==> src/rtl/flash_seq_pkg.sv <==
/*
  Constants shared by the flash sequencer command and status logic.
  Assumes a byte-wide CPU data port with a 20-bit address space.
*/
package flash_seq_pkg;

  localparam int CPU_AW   = 20;
  localparam int FLASH_AW = 13;

  // Register addresses on the CPU data port.
  localparam logic [19:0] SEQUENCER_COMMAND_ADDR      = 20'hF00C1;
  localparam logic [19:0] SEQUENCER_ERROR_STATUS_ADDR = 20'hF00C6;
  localparam logic [19:0] SEQUENCER_END_STATUS_ADDR   = 20'hF00C7;

  // Reset values.
  localparam logic [7:0] SEQUENCER_COMMAND_RESET = 8'h00;
  localparam logic [7:0] STATUS_RESET            = 8'h00;

  // Field positions.
  localparam int RUN_CONTROL_BIT    = 7;
  localparam int COMMAND_SELECT_MSB = 2;
  localparam int END_FLAG_BIT       = 6;
  localparam int GENERAL_ERROR_BIT  = 4;
  localparam int WRITE_ERROR_BIT    = 1;
  localparam int ERASE_ERROR_BIT    = 0;

  // Command codes.
  localparam logic [2:0] CMD_NONE  = 3'h0;
  localparam logic [2:0] CMD_WRITE = 3'h1;
  localparam logic [2:0] CMD_ERASE = 3'h4;

  // Flash array operation codes.
  localparam logic FLASH_OP_WRITE = 1'h0;
  localparam logic FLASH_OP_ERASE = 1'h1;

  // Block sizes as address shifts: 1 Kbyte code, 512 bytes data.
  localparam int CODE_BLOCK_SHIFT = 10;
  localparam int DATA_BLOCK_SHIFT = 9;
  // One write word is 4 bytes.
  localparam int WORD_SHIFT = 2;

endpackage

==> src/rtl/seq_ctl_if.sv <==
/*
  Carrier between the register side and the operation engine.
  Assumes both ends run on core_clk.
*/
`timescale 1ns/1ns
interface seq_ctl_if;
  logic                                start;
  logic                                abort;
  logic [2:0]                          cmd;
  logic                                area;
  logic [flash_seq_pkg::FLASH_AW-1:0]  start_addr;
  logic [flash_seq_pkg::FLASH_AW-1:0]  end_addr;
  logic [31:0]                         wdata;
  logic                                done;
  logic                                gen_err;
  logic                                wr_err;
  logic                                er_err;

  modport ctrl (
    output start, abort, cmd, area, start_addr, end_addr, wdata,
    input  done, gen_err, wr_err, er_err
  );
  modport engine (
    input  start, abort, cmd, area, start_addr, end_addr, wdata,
    output done, gen_err, wr_err, er_err
  );
endinterface

==> src/rtl/seq_engine.sv <==
/*
  Operation engine: runs one write or a range of block erases on the
  flash array. Assumes the array answers each request with a one-cycle
  acknowledge on core_clk, carrying a fail level in the same cycle.
*/
`timescale 1ns/1ns
module seq_engine (
  // Clock and reset
  input  wire logic                                core_clk,
  input  wire logic                                rst,
  // Control carrier
  seq_ctl_if.engine                                ctl,
  // Flash array port
  output logic                                     flash_req,
  output logic                                     flash_op,
  output logic [flash_seq_pkg::FLASH_AW-1:0]       flash_addr,
  output logic [31:0]                              flash_wdata,
  input  wire logic                                flash_ack,
  input  wire logic                                flash_fail
);

  localparam int FLASH_AW_T = flash_seq_pkg::FLASH_AW;

  typedef enum logic [1:0] {S_IDLE, S_ISSUE, S_WAIT, S_FINISH} state_t;

  state_t                              state;
  logic   [flash_seq_pkg::FLASH_AW-1:0] cur;
  logic   [flash_seq_pkg::FLASH_AW-1:0] last;
  logic                                 area;
  logic                                 op;

  // Block number of an address for the selected area.
  function automatic logic [flash_seq_pkg::FLASH_AW-1:0] block_of(
    input logic [flash_seq_pkg::FLASH_AW-1:0] a,
    input logic                               data_area);
    block_of = data_area ? (a >> flash_seq_pkg::DATA_BLOCK_SHIFT)
                         : (a >> flash_seq_pkg::CODE_BLOCK_SHIFT);
  endfunction

  ////////////////////////////////////////////////////////////////////////
  // Sequencing.
  always_ff @(posedge core_clk) begin
    flash_req   <= 1'b0;
    ctl.done    <= 1'b0;
    if (rst) begin
      state       <= S_IDLE;
      cur         <= '0;
      last        <= '0;
      area        <= 1'b0;
      op          <= flash_seq_pkg::FLASH_OP_WRITE;
      flash_op    <= flash_seq_pkg::FLASH_OP_WRITE;
      flash_addr  <= '0;
      flash_wdata <= '0;
      ctl.gen_err <= 1'b0;
      ctl.wr_err  <= 1'b0;
      ctl.er_err  <= 1'b0;
    end else if (ctl.abort) begin
      state <= S_IDLE;
    end else begin
      case (state)
        S_IDLE: begin
          if (ctl.start) begin
            ctl.gen_err <= 1'b0;
            ctl.wr_err  <= 1'b0;
            ctl.er_err  <= 1'b0;
            area        <= ctl.area;
            last        <= ctl.end_addr;
            flash_wdata <= ctl.wdata;
            if (ctl.cmd == flash_seq_pkg::CMD_WRITE) begin
              op    <= flash_seq_pkg::FLASH_OP_WRITE;
              // A write is always one aligned 4-byte word.
              cur   <= (ctl.start_addr >> flash_seq_pkg::WORD_SHIFT)
                       << flash_seq_pkg::WORD_SHIFT;
              state <= S_ISSUE;
            end else if (ctl.cmd == flash_seq_pkg::CMD_ERASE) begin
              op  <= flash_seq_pkg::FLASH_OP_ERASE;
              cur <= ctl.area
                ? (block_of(ctl.start_addr, 1'b1)
                   << flash_seq_pkg::DATA_BLOCK_SHIFT)
                : (block_of(ctl.start_addr, 1'b0)
                   << flash_seq_pkg::CODE_BLOCK_SHIFT);
              if (block_of(ctl.start_addr, ctl.area) >
                  block_of(ctl.end_addr, ctl.area)) begin
                ctl.er_err  <= 1'b1;
                ctl.gen_err <= 1'b1;
                state       <= S_FINISH;
              end else begin
                state <= S_ISSUE;
              end
            end else begin
              // No command or a prohibited code is a sequencer error.
              ctl.gen_err <= 1'b1;
              state       <= S_FINISH;
            end
          end
        end
        S_ISSUE: begin
          flash_req  <= 1'b1;
          flash_op   <= op;
          flash_addr <= cur;
          state      <= S_WAIT;
        end
        S_WAIT: begin
          if (flash_ack) begin
            if (flash_fail) begin
              ctl.gen_err <= 1'b1;
              if (op == flash_seq_pkg::FLASH_OP_WRITE) begin
                ctl.wr_err <= 1'b1;
              end else begin
                ctl.er_err <= 1'b1;
              end
              state <= S_FINISH;
            end else if (op == flash_seq_pkg::FLASH_OP_ERASE &&
                         block_of(cur, area) < block_of(last, area)) begin
              cur   <= area
                ? FLASH_AW_T'(cur + (1 << flash_seq_pkg::DATA_BLOCK_SHIFT))
                : FLASH_AW_T'(cur + (1 << flash_seq_pkg::CODE_BLOCK_SHIFT));
              state <= S_ISSUE;
            end else begin
              state <= S_FINISH;
            end
          end
        end
        S_FINISH: begin
          ctl.done <= 1'b1;
          state    <= S_IDLE;
        end
        default: begin
          state <= S_IDLE;
        end
      endcase
    end
  end

endmodule

==> src/rtl/flash_sequencer_cmd_status.sv <==
/*
  Command and status registers of the flash sequencer, with the CPU
  wait and the engine that drives the flash array.
  Assumes a byte-wide CPU data port with one-cycle write and read
  strobes on core_clk, and a flash array on the same clock.
*/
// Summary of operation
// - Run bit set starts, cleared stops.
// - Command field selects; zero means none.
// - Code 001b writes buffer word to pointer.
// - Each write programs one 4-byte word.
// - Code 100b erases start through end block.
// - Code area erases 1 Kbyte blocks.
// - Data area erases 512-byte blocks.
// - End flag low busy, high ended.
// - End flag clears when run bit cleared.
// - General error set on error, cleared on start.
// - Write error set on failure, cleared on start.
// - Erase error set on failure, cleared on start.
// - Command register byte-writable, resets to zero.
// - Status registers read-only, zero unused bits.
// - Area bit picks code or data flash; only sets erase block size, not sent to array.
// - Start holds CPU in wait until finished.
`timescale 1ns/1ns
module flash_sequencer_cmd_status (
  // Clock and reset
  input  wire logic                                core_clk,
  input  wire logic                                rst,
  // CPU data port
  input  wire logic [flash_seq_pkg::CPU_AW-1:0]    mem_addr,
  input  wire logic                                mem_we,
  input  wire logic                                mem_re,
  input  wire logic [7:0]                          mem_wdata,
  output logic      [7:0]                          mem_rdata,
  // CPU wait
  output logic                                     cpu_wait,
  // Settings held by neighbouring registers
  input  wire logic                                area_select_bit,
  input  wire logic [flash_seq_pkg::FLASH_AW-1:0]  address_pointer,
  input  wire logic [flash_seq_pkg::FLASH_AW-1:0]  erase_end_address,
  input  wire logic [31:0]                         write_buffer,
  // Flash array port
  output logic                                     flash_req,
  output logic                                     flash_op,
  output logic      [flash_seq_pkg::FLASH_AW-1:0]  flash_addr,
  output logic      [31:0]                         flash_wdata,
  input  wire logic                                flash_ack,
  input  wire logic                                flash_fail
);

  seq_ctl_if ctl ();

  logic       run_control_bit;
  logic [2:0] command_select_field;
  logic       end_flag;
  logic       general_error_flag;
  logic       write_error_flag;
  logic       erase_error_flag;
  logic       cmd_write;
  logic       activate;
  logic       stop;

  assign cmd_write = mem_we &&
                     mem_addr == flash_seq_pkg::SEQUENCER_COMMAND_ADDR;
  assign activate  = cmd_write &&
                     mem_wdata[flash_seq_pkg::RUN_CONTROL_BIT] &&
                     !run_control_bit;
  assign stop      = cmd_write &&
                     !mem_wdata[flash_seq_pkg::RUN_CONTROL_BIT] &&
                     run_control_bit;

  ////////////////////////////////////////////////////////////////////////
  // Command register.
  always_ff @(posedge core_clk) begin
    if (rst) begin
      run_control_bit      <= flash_seq_pkg::SEQUENCER_COMMAND_RESET
                              [flash_seq_pkg::RUN_CONTROL_BIT];
      command_select_field <= flash_seq_pkg::SEQUENCER_COMMAND_RESET
                              [flash_seq_pkg::COMMAND_SELECT_MSB:0];
    end else if (cmd_write) begin
      run_control_bit      <= mem_wdata[flash_seq_pkg::RUN_CONTROL_BIT];
      command_select_field <=
        mem_wdata[flash_seq_pkg::COMMAND_SELECT_MSB:0];
    end
  end

  ////////////////////////////////////////////////////////////////////////
  // Start and stop pulses to the engine, with settings captured.
  always_ff @(posedge core_clk) begin
    if (rst) begin
      ctl.start      <= 1'b0;
      ctl.abort      <= 1'b0;
      ctl.cmd        <= flash_seq_pkg::CMD_NONE;
      ctl.area       <= 1'b0;
      ctl.start_addr <= '0;
      ctl.end_addr   <= '0;
      ctl.wdata      <= '0;
    end else begin
      ctl.start <= activate;
      ctl.abort <= stop;
      if (activate) begin
        ctl.cmd        <= mem_wdata[flash_seq_pkg::COMMAND_SELECT_MSB:0];
        ctl.area       <= area_select_bit;
        ctl.start_addr <= address_pointer;
        ctl.end_addr   <= erase_end_address;
        ctl.wdata      <= write_buffer;
      end
    end
  end

  ////////////////////////////////////////////////////////////////////////
  // CPU wait: held from start until the operation ends or is stopped.
  always_ff @(posedge core_clk) begin
    if (rst) begin
      cpu_wait <= 1'b0;
    end else if (activate) begin
      cpu_wait <= 1'b1;
    end else if (ctl.done || ctl.abort) begin
      cpu_wait <= 1'b0;
    end
  end

  ////////////////////////////////////////////////////////////////////////
  // End flag: set by the engine, cleared by the run bit going low.
  // The set wins when both happen in one cycle.
  always_ff @(posedge core_clk) begin
    if (rst) begin
      end_flag <= 1'b0;
    end else if (ctl.done && run_control_bit) begin
      end_flag <= 1'b1;
    end else if (stop || activate) begin
      end_flag <= 1'b0;
    end
  end

  ////////////////////////////////////////////////////////////////////////
  // Error flags: cleared at activation, loaded with the end pulse.
  always_ff @(posedge core_clk) begin
    if (rst) begin
      general_error_flag <= 1'b0;
      write_error_flag   <= 1'b0;
      erase_error_flag   <= 1'b0;
    end else if (ctl.done) begin
      general_error_flag <= ctl.gen_err;
      write_error_flag   <= ctl.wr_err;
      erase_error_flag   <= ctl.er_err;
    end else if (activate) begin
      general_error_flag <= 1'b0;
      write_error_flag   <= 1'b0;
      erase_error_flag   <= 1'b0;
    end
  end

  ////////////////////////////////////////////////////////////////////////
  // Read port. Status registers ignore writes; unmapped reads give zero.
  always_ff @(posedge core_clk) begin
    if (rst) begin
      mem_rdata <= flash_seq_pkg::STATUS_RESET;
    end else if (mem_re) begin
      mem_rdata <= flash_seq_pkg::STATUS_RESET;
      case (mem_addr)
        flash_seq_pkg::SEQUENCER_COMMAND_ADDR: begin
          mem_rdata[flash_seq_pkg::RUN_CONTROL_BIT] <= run_control_bit;
          mem_rdata[flash_seq_pkg::COMMAND_SELECT_MSB:0] <=
            command_select_field;
        end
        flash_seq_pkg::SEQUENCER_ERROR_STATUS_ADDR: begin
          mem_rdata[flash_seq_pkg::GENERAL_ERROR_BIT] <=
            general_error_flag;
          mem_rdata[flash_seq_pkg::WRITE_ERROR_BIT] <= write_error_flag;
          mem_rdata[flash_seq_pkg::ERASE_ERROR_BIT] <= erase_error_flag;
        end
        flash_seq_pkg::SEQUENCER_END_STATUS_ADDR: begin
          mem_rdata[flash_seq_pkg::END_FLAG_BIT] <= end_flag;
        end
        default: begin
          mem_rdata <= flash_seq_pkg::STATUS_RESET;
        end
      endcase
    end
  end

  ////////////////////////////////////////////////////////////////////////
  // Operation engine.
  seq_engine engine (
    .core_clk    (core_clk),
    .rst         (rst),
    .ctl         (ctl),
    .flash_req   (flash_req),
    .flash_op    (flash_op),
    .flash_addr  (flash_addr),
    .flash_wdata (flash_wdata),
    .flash_ack   (flash_ack),
    .flash_fail  (flash_fail)
  );

endmodule

==> config.mk <==
export PLATFORM = sky130hd
export DESIGN_NAME = flash_sequencer_cmd_status
export DESIGN_NICKNAME = d
export VERILOG_FILES = /design/src/rtl/flash_seq_pkg.sv /design/src/rtl/seq_ctl_if.sv /design/src/rtl/seq_engine.sv /design/src/rtl/flash_sequencer_cmd_status.sv
export SDC_FILE = /design/constraint.sdc
export NUM_CORES = 1
export LEC_CHECK = 0
export ABC_CLOCK_PERIOD_IN_PS = 2800
export BUFFER_PORTS_ARGS = -buffer_cell sky130_fd_sc_hd__buf_2
export CAP_MARGIN = 20
export CELL_PAD_IN_SITES_DETAIL_PLACEMENT = 2
export CELL_PAD_IN_SITES_GLOBAL_PLACEMENT = 2
export CORE_UTILIZATION = 29
export DETAILED_ROUTE_END_ITERATION = 10
export GPL_TIMING_DRIVEN = 0
export HOLD_SLACK_MARGIN = 0.06
export PLACE_DENSITY_LB_ADDON = 0.1
export SLEW_MARGIN = 20
export SYNTH_ARGS = -nofsm -noshare
export SYNTH_HDL_FRONTEND = slang
export SYNTH_SLANG_ARGS = --single-unit
==> constraint.sdc <==
create_clock -name core_clk -period 2.8 [get_ports core_clk]
set_input_delay 0 -clock core_clk [delete_from_list [all_inputs] [get_ports core_clk]]
set_output_delay 0 -clock core_clk [all_outputs]
set_load 0.02 [all_outputs]
==> metrics.yaml, run 1 <==
final_cell_mix: "nand2_1 (229), buf_2 (136), dfxtp_1 (136)"
clk_pin_slew_ps: 60
grt_max_degree: 17
slew_viol_final: 0
tns_ps: 0
final_common_cell: "nand2_1"
synth.largest_area_cell: "dfxtp_1"
cts_buffers: 17
cts_setup_buffers: 0
p_leak_nw: 2.94
ant_nets: 0
hold_path_startpoint: "mem_addr[2]"
yosysUniqueCellTypes: 51
drt-total-wl_um: 20300
antenna_found_initial: 0
setup_viol: 0
clock_latency_ps: 420
path_max_fanout: 10
synth.area.top_cells: "dfxtp_1 (50%), nand2_1 (16%), a21oi_1 (12%)"
critical_path_class: "flip-flop to flip-flop"
cts.sinks: 136
hold_end: "mem_rdata[1]$_SDFFE_PP0P_"
regArea_um2: 2720
first_pass_iters: 6
start_util: 0.299
min_path_cells: 6
port_buffers: 128
gp_congestion: 0.755
die_area_um2: 19300
rrSetupSlack_ps: 170
synth_flop_cell: "dfxtp_1"
peakVddDrop_mv: 0.407
post-route-period-util: 0.941
synth-edff-count: 0
grt_pass1_vias: 6411
diodes: 0
grt.total_usage: 0.223
status: "completed"
async_flop_share: 0
io_pins: 149
h-tree-depth: 4
hold_class: "input pin to flip-flop"
cts_tree: "done"
multi_input_area_um2: 2490
grt_first_pass_wirelength_um: 33500
drc: 0
finalClockSkew_ps: 8.44
relSlewSlack: 0.359
crit_path_end_kind: "flip-flop"
coreArea_um2: 18200
fp-row-count: 49
final.fill_count: 2084
ys_seq_area_frac: 0.500
hold_viol: 0
die_x_um: 139
tightest_slew_ps: 954
crit_arrival_ps: 2900
r2r-start: "engine.area$_SDFFE_PP0P_"
required_ps: 3070
cts-root-buf: "clkbuf_16"
rsz0062_at_grt: "false"
die_h_um: 139
power.density_nw_per_um2: 594
yosys_register_bits: 136
yosysWarnings: 0
cpPeakStageDelay_ps: 410
overflow: 0
wire_per_inst_um: 17.9
vias_per_cell: 4.85
critPathLaunchType: "flip-flop"
dp_hpwl_um: 13900
layout-area-overhead-vs-synth_pct: 40.3
cts_buffer_depth: 2
path_cells: "buf_2 > mux2_2 > ha_1 > nand3_1 > a221o_1 > o21ai_1 > o311ai_0 > o41ai_1"
cap_viol_max_count: 0
syn_inst: 683
total_power_mw: 4.54
fin_crit_ps: 2630
ff2ff_path_depth: 8
vias: 5519
synth_area_um2: 5450
drive_above_1_share: 0.207
avgSynthCellArea_um2: 7.97
drt_iter0_drc: 128
nets: 997
synth_top_area_frac: 0.500
r2r_end: "engine.cur[12]$_SDFFE_PP0P_"
fmax_mhz: 380
cpMaxStageDelayCell: "dfxtp_1"
==> metal layers <==
metal / GRT usage / up-vias / wire (um)
li1: - / 2723 / -
met1: 0.242 / 2696 / 8510
met2: 0.430 / 79 / 11000
met3: 0.0508 / 21 / 624
met4: 0.0567 / 0 / 227
met5: 0 / - / 0
==> sequential cells by signal (all words and copies together), names as in the netlist, 2 cells and up <==
name,flops
engine.flash_addr,11
engine.cur,11
ctl.end_addr,4
engine.state,2
engine.last,4
engine.flash_wdata,32
mem_rdata,6
ctl.cmd,3
ctl.start_addr,11
command_select_field,3
ctl.wdata,32
==> cell type report <==
cell class,instances,share of cell area
plain buffers,48,0.0318
clock buffers,20,0.0598
clock inverters,12,0.0228
inverters,2,0.000982
multi-input cells,500,0.326
flip-flops and latches,136,0.356
well taps,229,0.0375
repair buffers,190,0.165
==> critical path: cells and delay by family, from the launching register on <==
kind,cells,cell delay [ps]
buf+inv,1,260
mux,1,360
compound gates,4,1070
flops,1,410
simple gates,1,70
fa+ha+maj,1,310
==> stage by stage <==
| step | worst slack (ps) | util | hold WS, ps | area, um^2 | cells |
|---|---|---|---|---|---|
| 4_1_cts | 157 | 0.419 | 62.7 | 7640 | 1137 |
| 3_5_place_dp | 17.0 | 0.351 | 252 | 6380 | 1043 |
| 2_1_floorplan | 438 | - | 76.7 | 5460 | 686 |
| 5_1_grt | 31.8 | 0.420 | 119 | 7640 | 1137 |
| 3_3_place_gp | 80.7 | 0.351 | 246 | 6380 | 1043 |
| 6_report | 166 | 0.420 | 67.0 | 7640 | 1137 |
==> worst max path at each step <==
| stage | startpoint | to | slack (ps) | depth (start not counted) |
|---|---|---|---|---|
| 2_1_floorplan | engine.area$_SDFFE_PP0P_ | engine.cur[9]$_SDFFE_PP0P_ | 440 | 8 |
| 3_3_place_gp | engine.area$_SDFFE_PP0P_ | engine.cur[12]$_SDFFE_PP0P_ | 80 | 8 |
| 3_5_place_dp | engine.area$_SDFFE_PP0P_ | engine.cur[12]$_SDFFE_PP0P_ | 20 | 8 |
| 4_1_cts | engine.state[0]$_SDFFE_PP0P_ | engine.flash_wdata[10]$_SDFFE_PP0P_ | 160 | 6 |
| 5_1_grt | engine.area$_SDFFE_PP0P_ | engine.cur[12]$_SDFFE_PP0P_ | 30 | 8 |
| 6_report | engine.area$_SDFFE_PP0P_ | engine.cur[12]$_SDFFE_PP0P_ | 170 | 8 |
==> what timing repair did <==
action	CTS	global route
endpoints found under the hold margin	64	0
gates cloned	0	0
resized for setup	2	3
setup endpoints to repair	4	5
hold buffers	62	0
==> cell usage after synthesis (2+ instances only) <==
cell type	n
a211oi_1	2
a21o_1	2
a21oi_1	128
a311oi_1	2
and2_1	3
buf_2	7
buf_4	4
buf_6	5
clkbuf_1	31
dfxtp_1	136
ha_1	9
inv_1	2
mux2_2	5
mux2i_1	9
nand2_1	229
nand2b_1	12
nand3_1	15
nand3b_1	4
nand4_1	3
nor2_1	22
nor2b_1	2
nor3_1	8
nor4b_1	2
o21ai_0	9
o41ai_1	2
or2_2	2
or3_1	2
or4_1	3
==> logic make-up (layout without fill, tap and decap cells) <==
group | after synthesis | count (layout) | share of synthesized area
other | 1 | 4 | 0.000689
flip-flops | 136 | 136 | 0.500
AO/OA/AOI/OAI | 158 | 158 | 0.159
XOR/XNOR | 1 | 1 | 0.00161
AND/OR/NAND/NOR | 314 | 314 | 0.246
adder cells (fa/ha/maj) | 9 | 9 | 0.0207
buffers and inverters | 50 | 272 | 0.0457
multiplexers | 14 | 14 | 0.0269
==> power by group <==
part	internal [mW]	switching, mW
clock network	1.54	0.871
logic	0.105	0.0917
registers	1.94	0.000753
No activity file was read; power rests on OpenSTA's default activity.
==> inputs of run 2 (changes only) <==
Settings changed: ABC_CLOCK_PERIOD_IN_PS 2800 to 3300, CORE_ASPECT_RATIO set to 1.2, CORE_UTILIZATION 29 to 32.
Clock period 2.8 ns to 3.3 ns, I/O delays scaled along.
==> metrics.yaml, run 2 (same netlist as run 1, synthesis figures left out) <==
cts_buffer_depth: 2
ant_nets: 0
critical_path_class: "flip-flop to flip-flop"
first_pass_iters: 4
h-tree-depth: 4
cts_buffers: 17
cts.sinks: 136
port_buffers: 128
clk_pin_slew_ps: 60
power.density_nw_per_um2: 512
cts_tree: "done"
final_common_cell: "nand2_1"
status: "completed"
path_max_fanout: 10
dp_hpwl_um: 14300
antenna_found_initial: 0
hold_class: "input pin to flip-flop"
grt.total_usage: 0.263
fin_crit_ps: 2840
clock_latency_ps: 420
relSlewSlack: 0.503
drc: 0
diodes: 0
wire_per_inst_um: 19.6
cts_resized: 0
vias_per_cell: 5.08
drt-total-wl_um: 21900
die_area_um2: 17500
layout-area-overhead-vs-synth_pct: 40.2
top_regs: "ctl.wdata (32), engine.flash_wdata (32)"
vias: 5689
peakVddDrop_mv: 0.365
overflow: 0
die_x_um: 121
crit_path_end_kind: "flip-flop"
slew_viol_final: 0
cap_viol_max_count: 0
critPathLaunchType: "flip-flop"
grt_pass1_vias: 6524
die_h_um: 145
p_leak_nw: 2.93
gp_congestion: 0.793
drt_iter0_drc: 152
post-route-period-util: 0.862
fmax_mhz: 352
tns_ps: 0
nets: 998
rsz0062_at_grt: "false"
cts-root-buf: "clkbuf_16"
fp-row-count: 51
grt_first_pass_wirelength_um: 34600
grt_max_degree: 17
tightest_slew_ps: 738
io_pins: 149
setup_viol: 0
final_cell_mix: "nand2_1 (229), dfxtp_1 (136), buf_2 (135)"
timing.final.ws_setup_ps: 456
required_ps: 3660
start_util: 0.331
coreArea_um2: 16500
dp_slack_ps: 498
finalClockSkew_ps: 5.70
hold_viol: 0
crit_arrival_ps: 3200
drive_above_1_share: 0.202
==> run 2: cell types whose count changed in the layout (fill, tap and decap cells not counted), moves of 2 or more <==
cell,delta
clkbuf_1,+3
clkinv_2,-4
clkinv_4,-2
clkbuf_8,+3
==> run 2: final timing paths <==
check | from | endpoint | slack [ps] | cells past startpoint
worst max-delay path | engine.area$_SDFFE_PP0P_ | engine.cur[9]$_SDFFE_PP0P_ | 460 | 8
worst min-delay path | flash_fail | engine.ctl.wr_err$_SDFFE_PP0P_ | 140 | 5
worst min register to register | engine.cur[7]$_SDFFE_PP0P_ | engine.flash_addr[7]$_SDFFE_PP0P_ | 450 | 2
worst max register to register | engine.area$_SDFFE_PP0P_ | engine.cur[9]$_SDFFE_PP0P_ | 460 | 8
==> run 2: timing repair <==
| action | CTS | global route |
|---|---|---|
| setup buffers | 0 | 0 |
| hold buffers | 63 | 0 |
| hold endpoints to repair | 65 | 0 |
==> run 2: per-stage QoR <==
step	power [mW]	instance area [um^2]	hold slack, ps	utilization	cells
final	3.91	7630	143	0.464	1120
after global routing	4.03	7630	130	0.464	1120
after CTS	3.93	7630	125	0.464	1120
after detailed placement	1.79	6360	252	0.386	1026
after global placement	1.79	6360	248	0.386	1026
after floorplan	1.72	5460	76.7	-	686
==> run 2: final cells by class <==
cell class | count | area, um^2
Timing Repair Buffer | 191 | 1270
Sequential cell | 136 | 2720
Clock inverter | 6 | 136
Tap cell | 212 | 265
Fill cell | 1873 | 8830
Clock buffer | 25 | 505
Inverter | 2 | 7.51
Multi-Input combinational cell | 500 | 2480
Buffer | 48 | 241
==> run 2: metal layers <==
layer  GRT usage  wire (um)
met3      0.0584        682
met4       0.110        624
met1       0.265       8390
met2       0.514      12200
met5           0          0
==> run 2: worst max-delay path: stages, from the launching register on <==
cell,delay [ps]
dfxtp_1,400
buf_1,440
mux2_2,400
ha_1,300
nand3_1,80
a221o_1,320
o21ai_0,460
o311a_1,260
a41o_1,110
==> run 2: where the power goes <==
| part | internal (mW) | total (mW) | switching, mW |
|---|---|---|---|
| clock | 1.36 | 2.09 | 0.730 |
| combinational | 0.0904 | 0.173 | 0.0822 |
| sequential | 1.64 | 1.64 | 0.000600 |
| total | 3.10 | 3.91 | 0.813 |
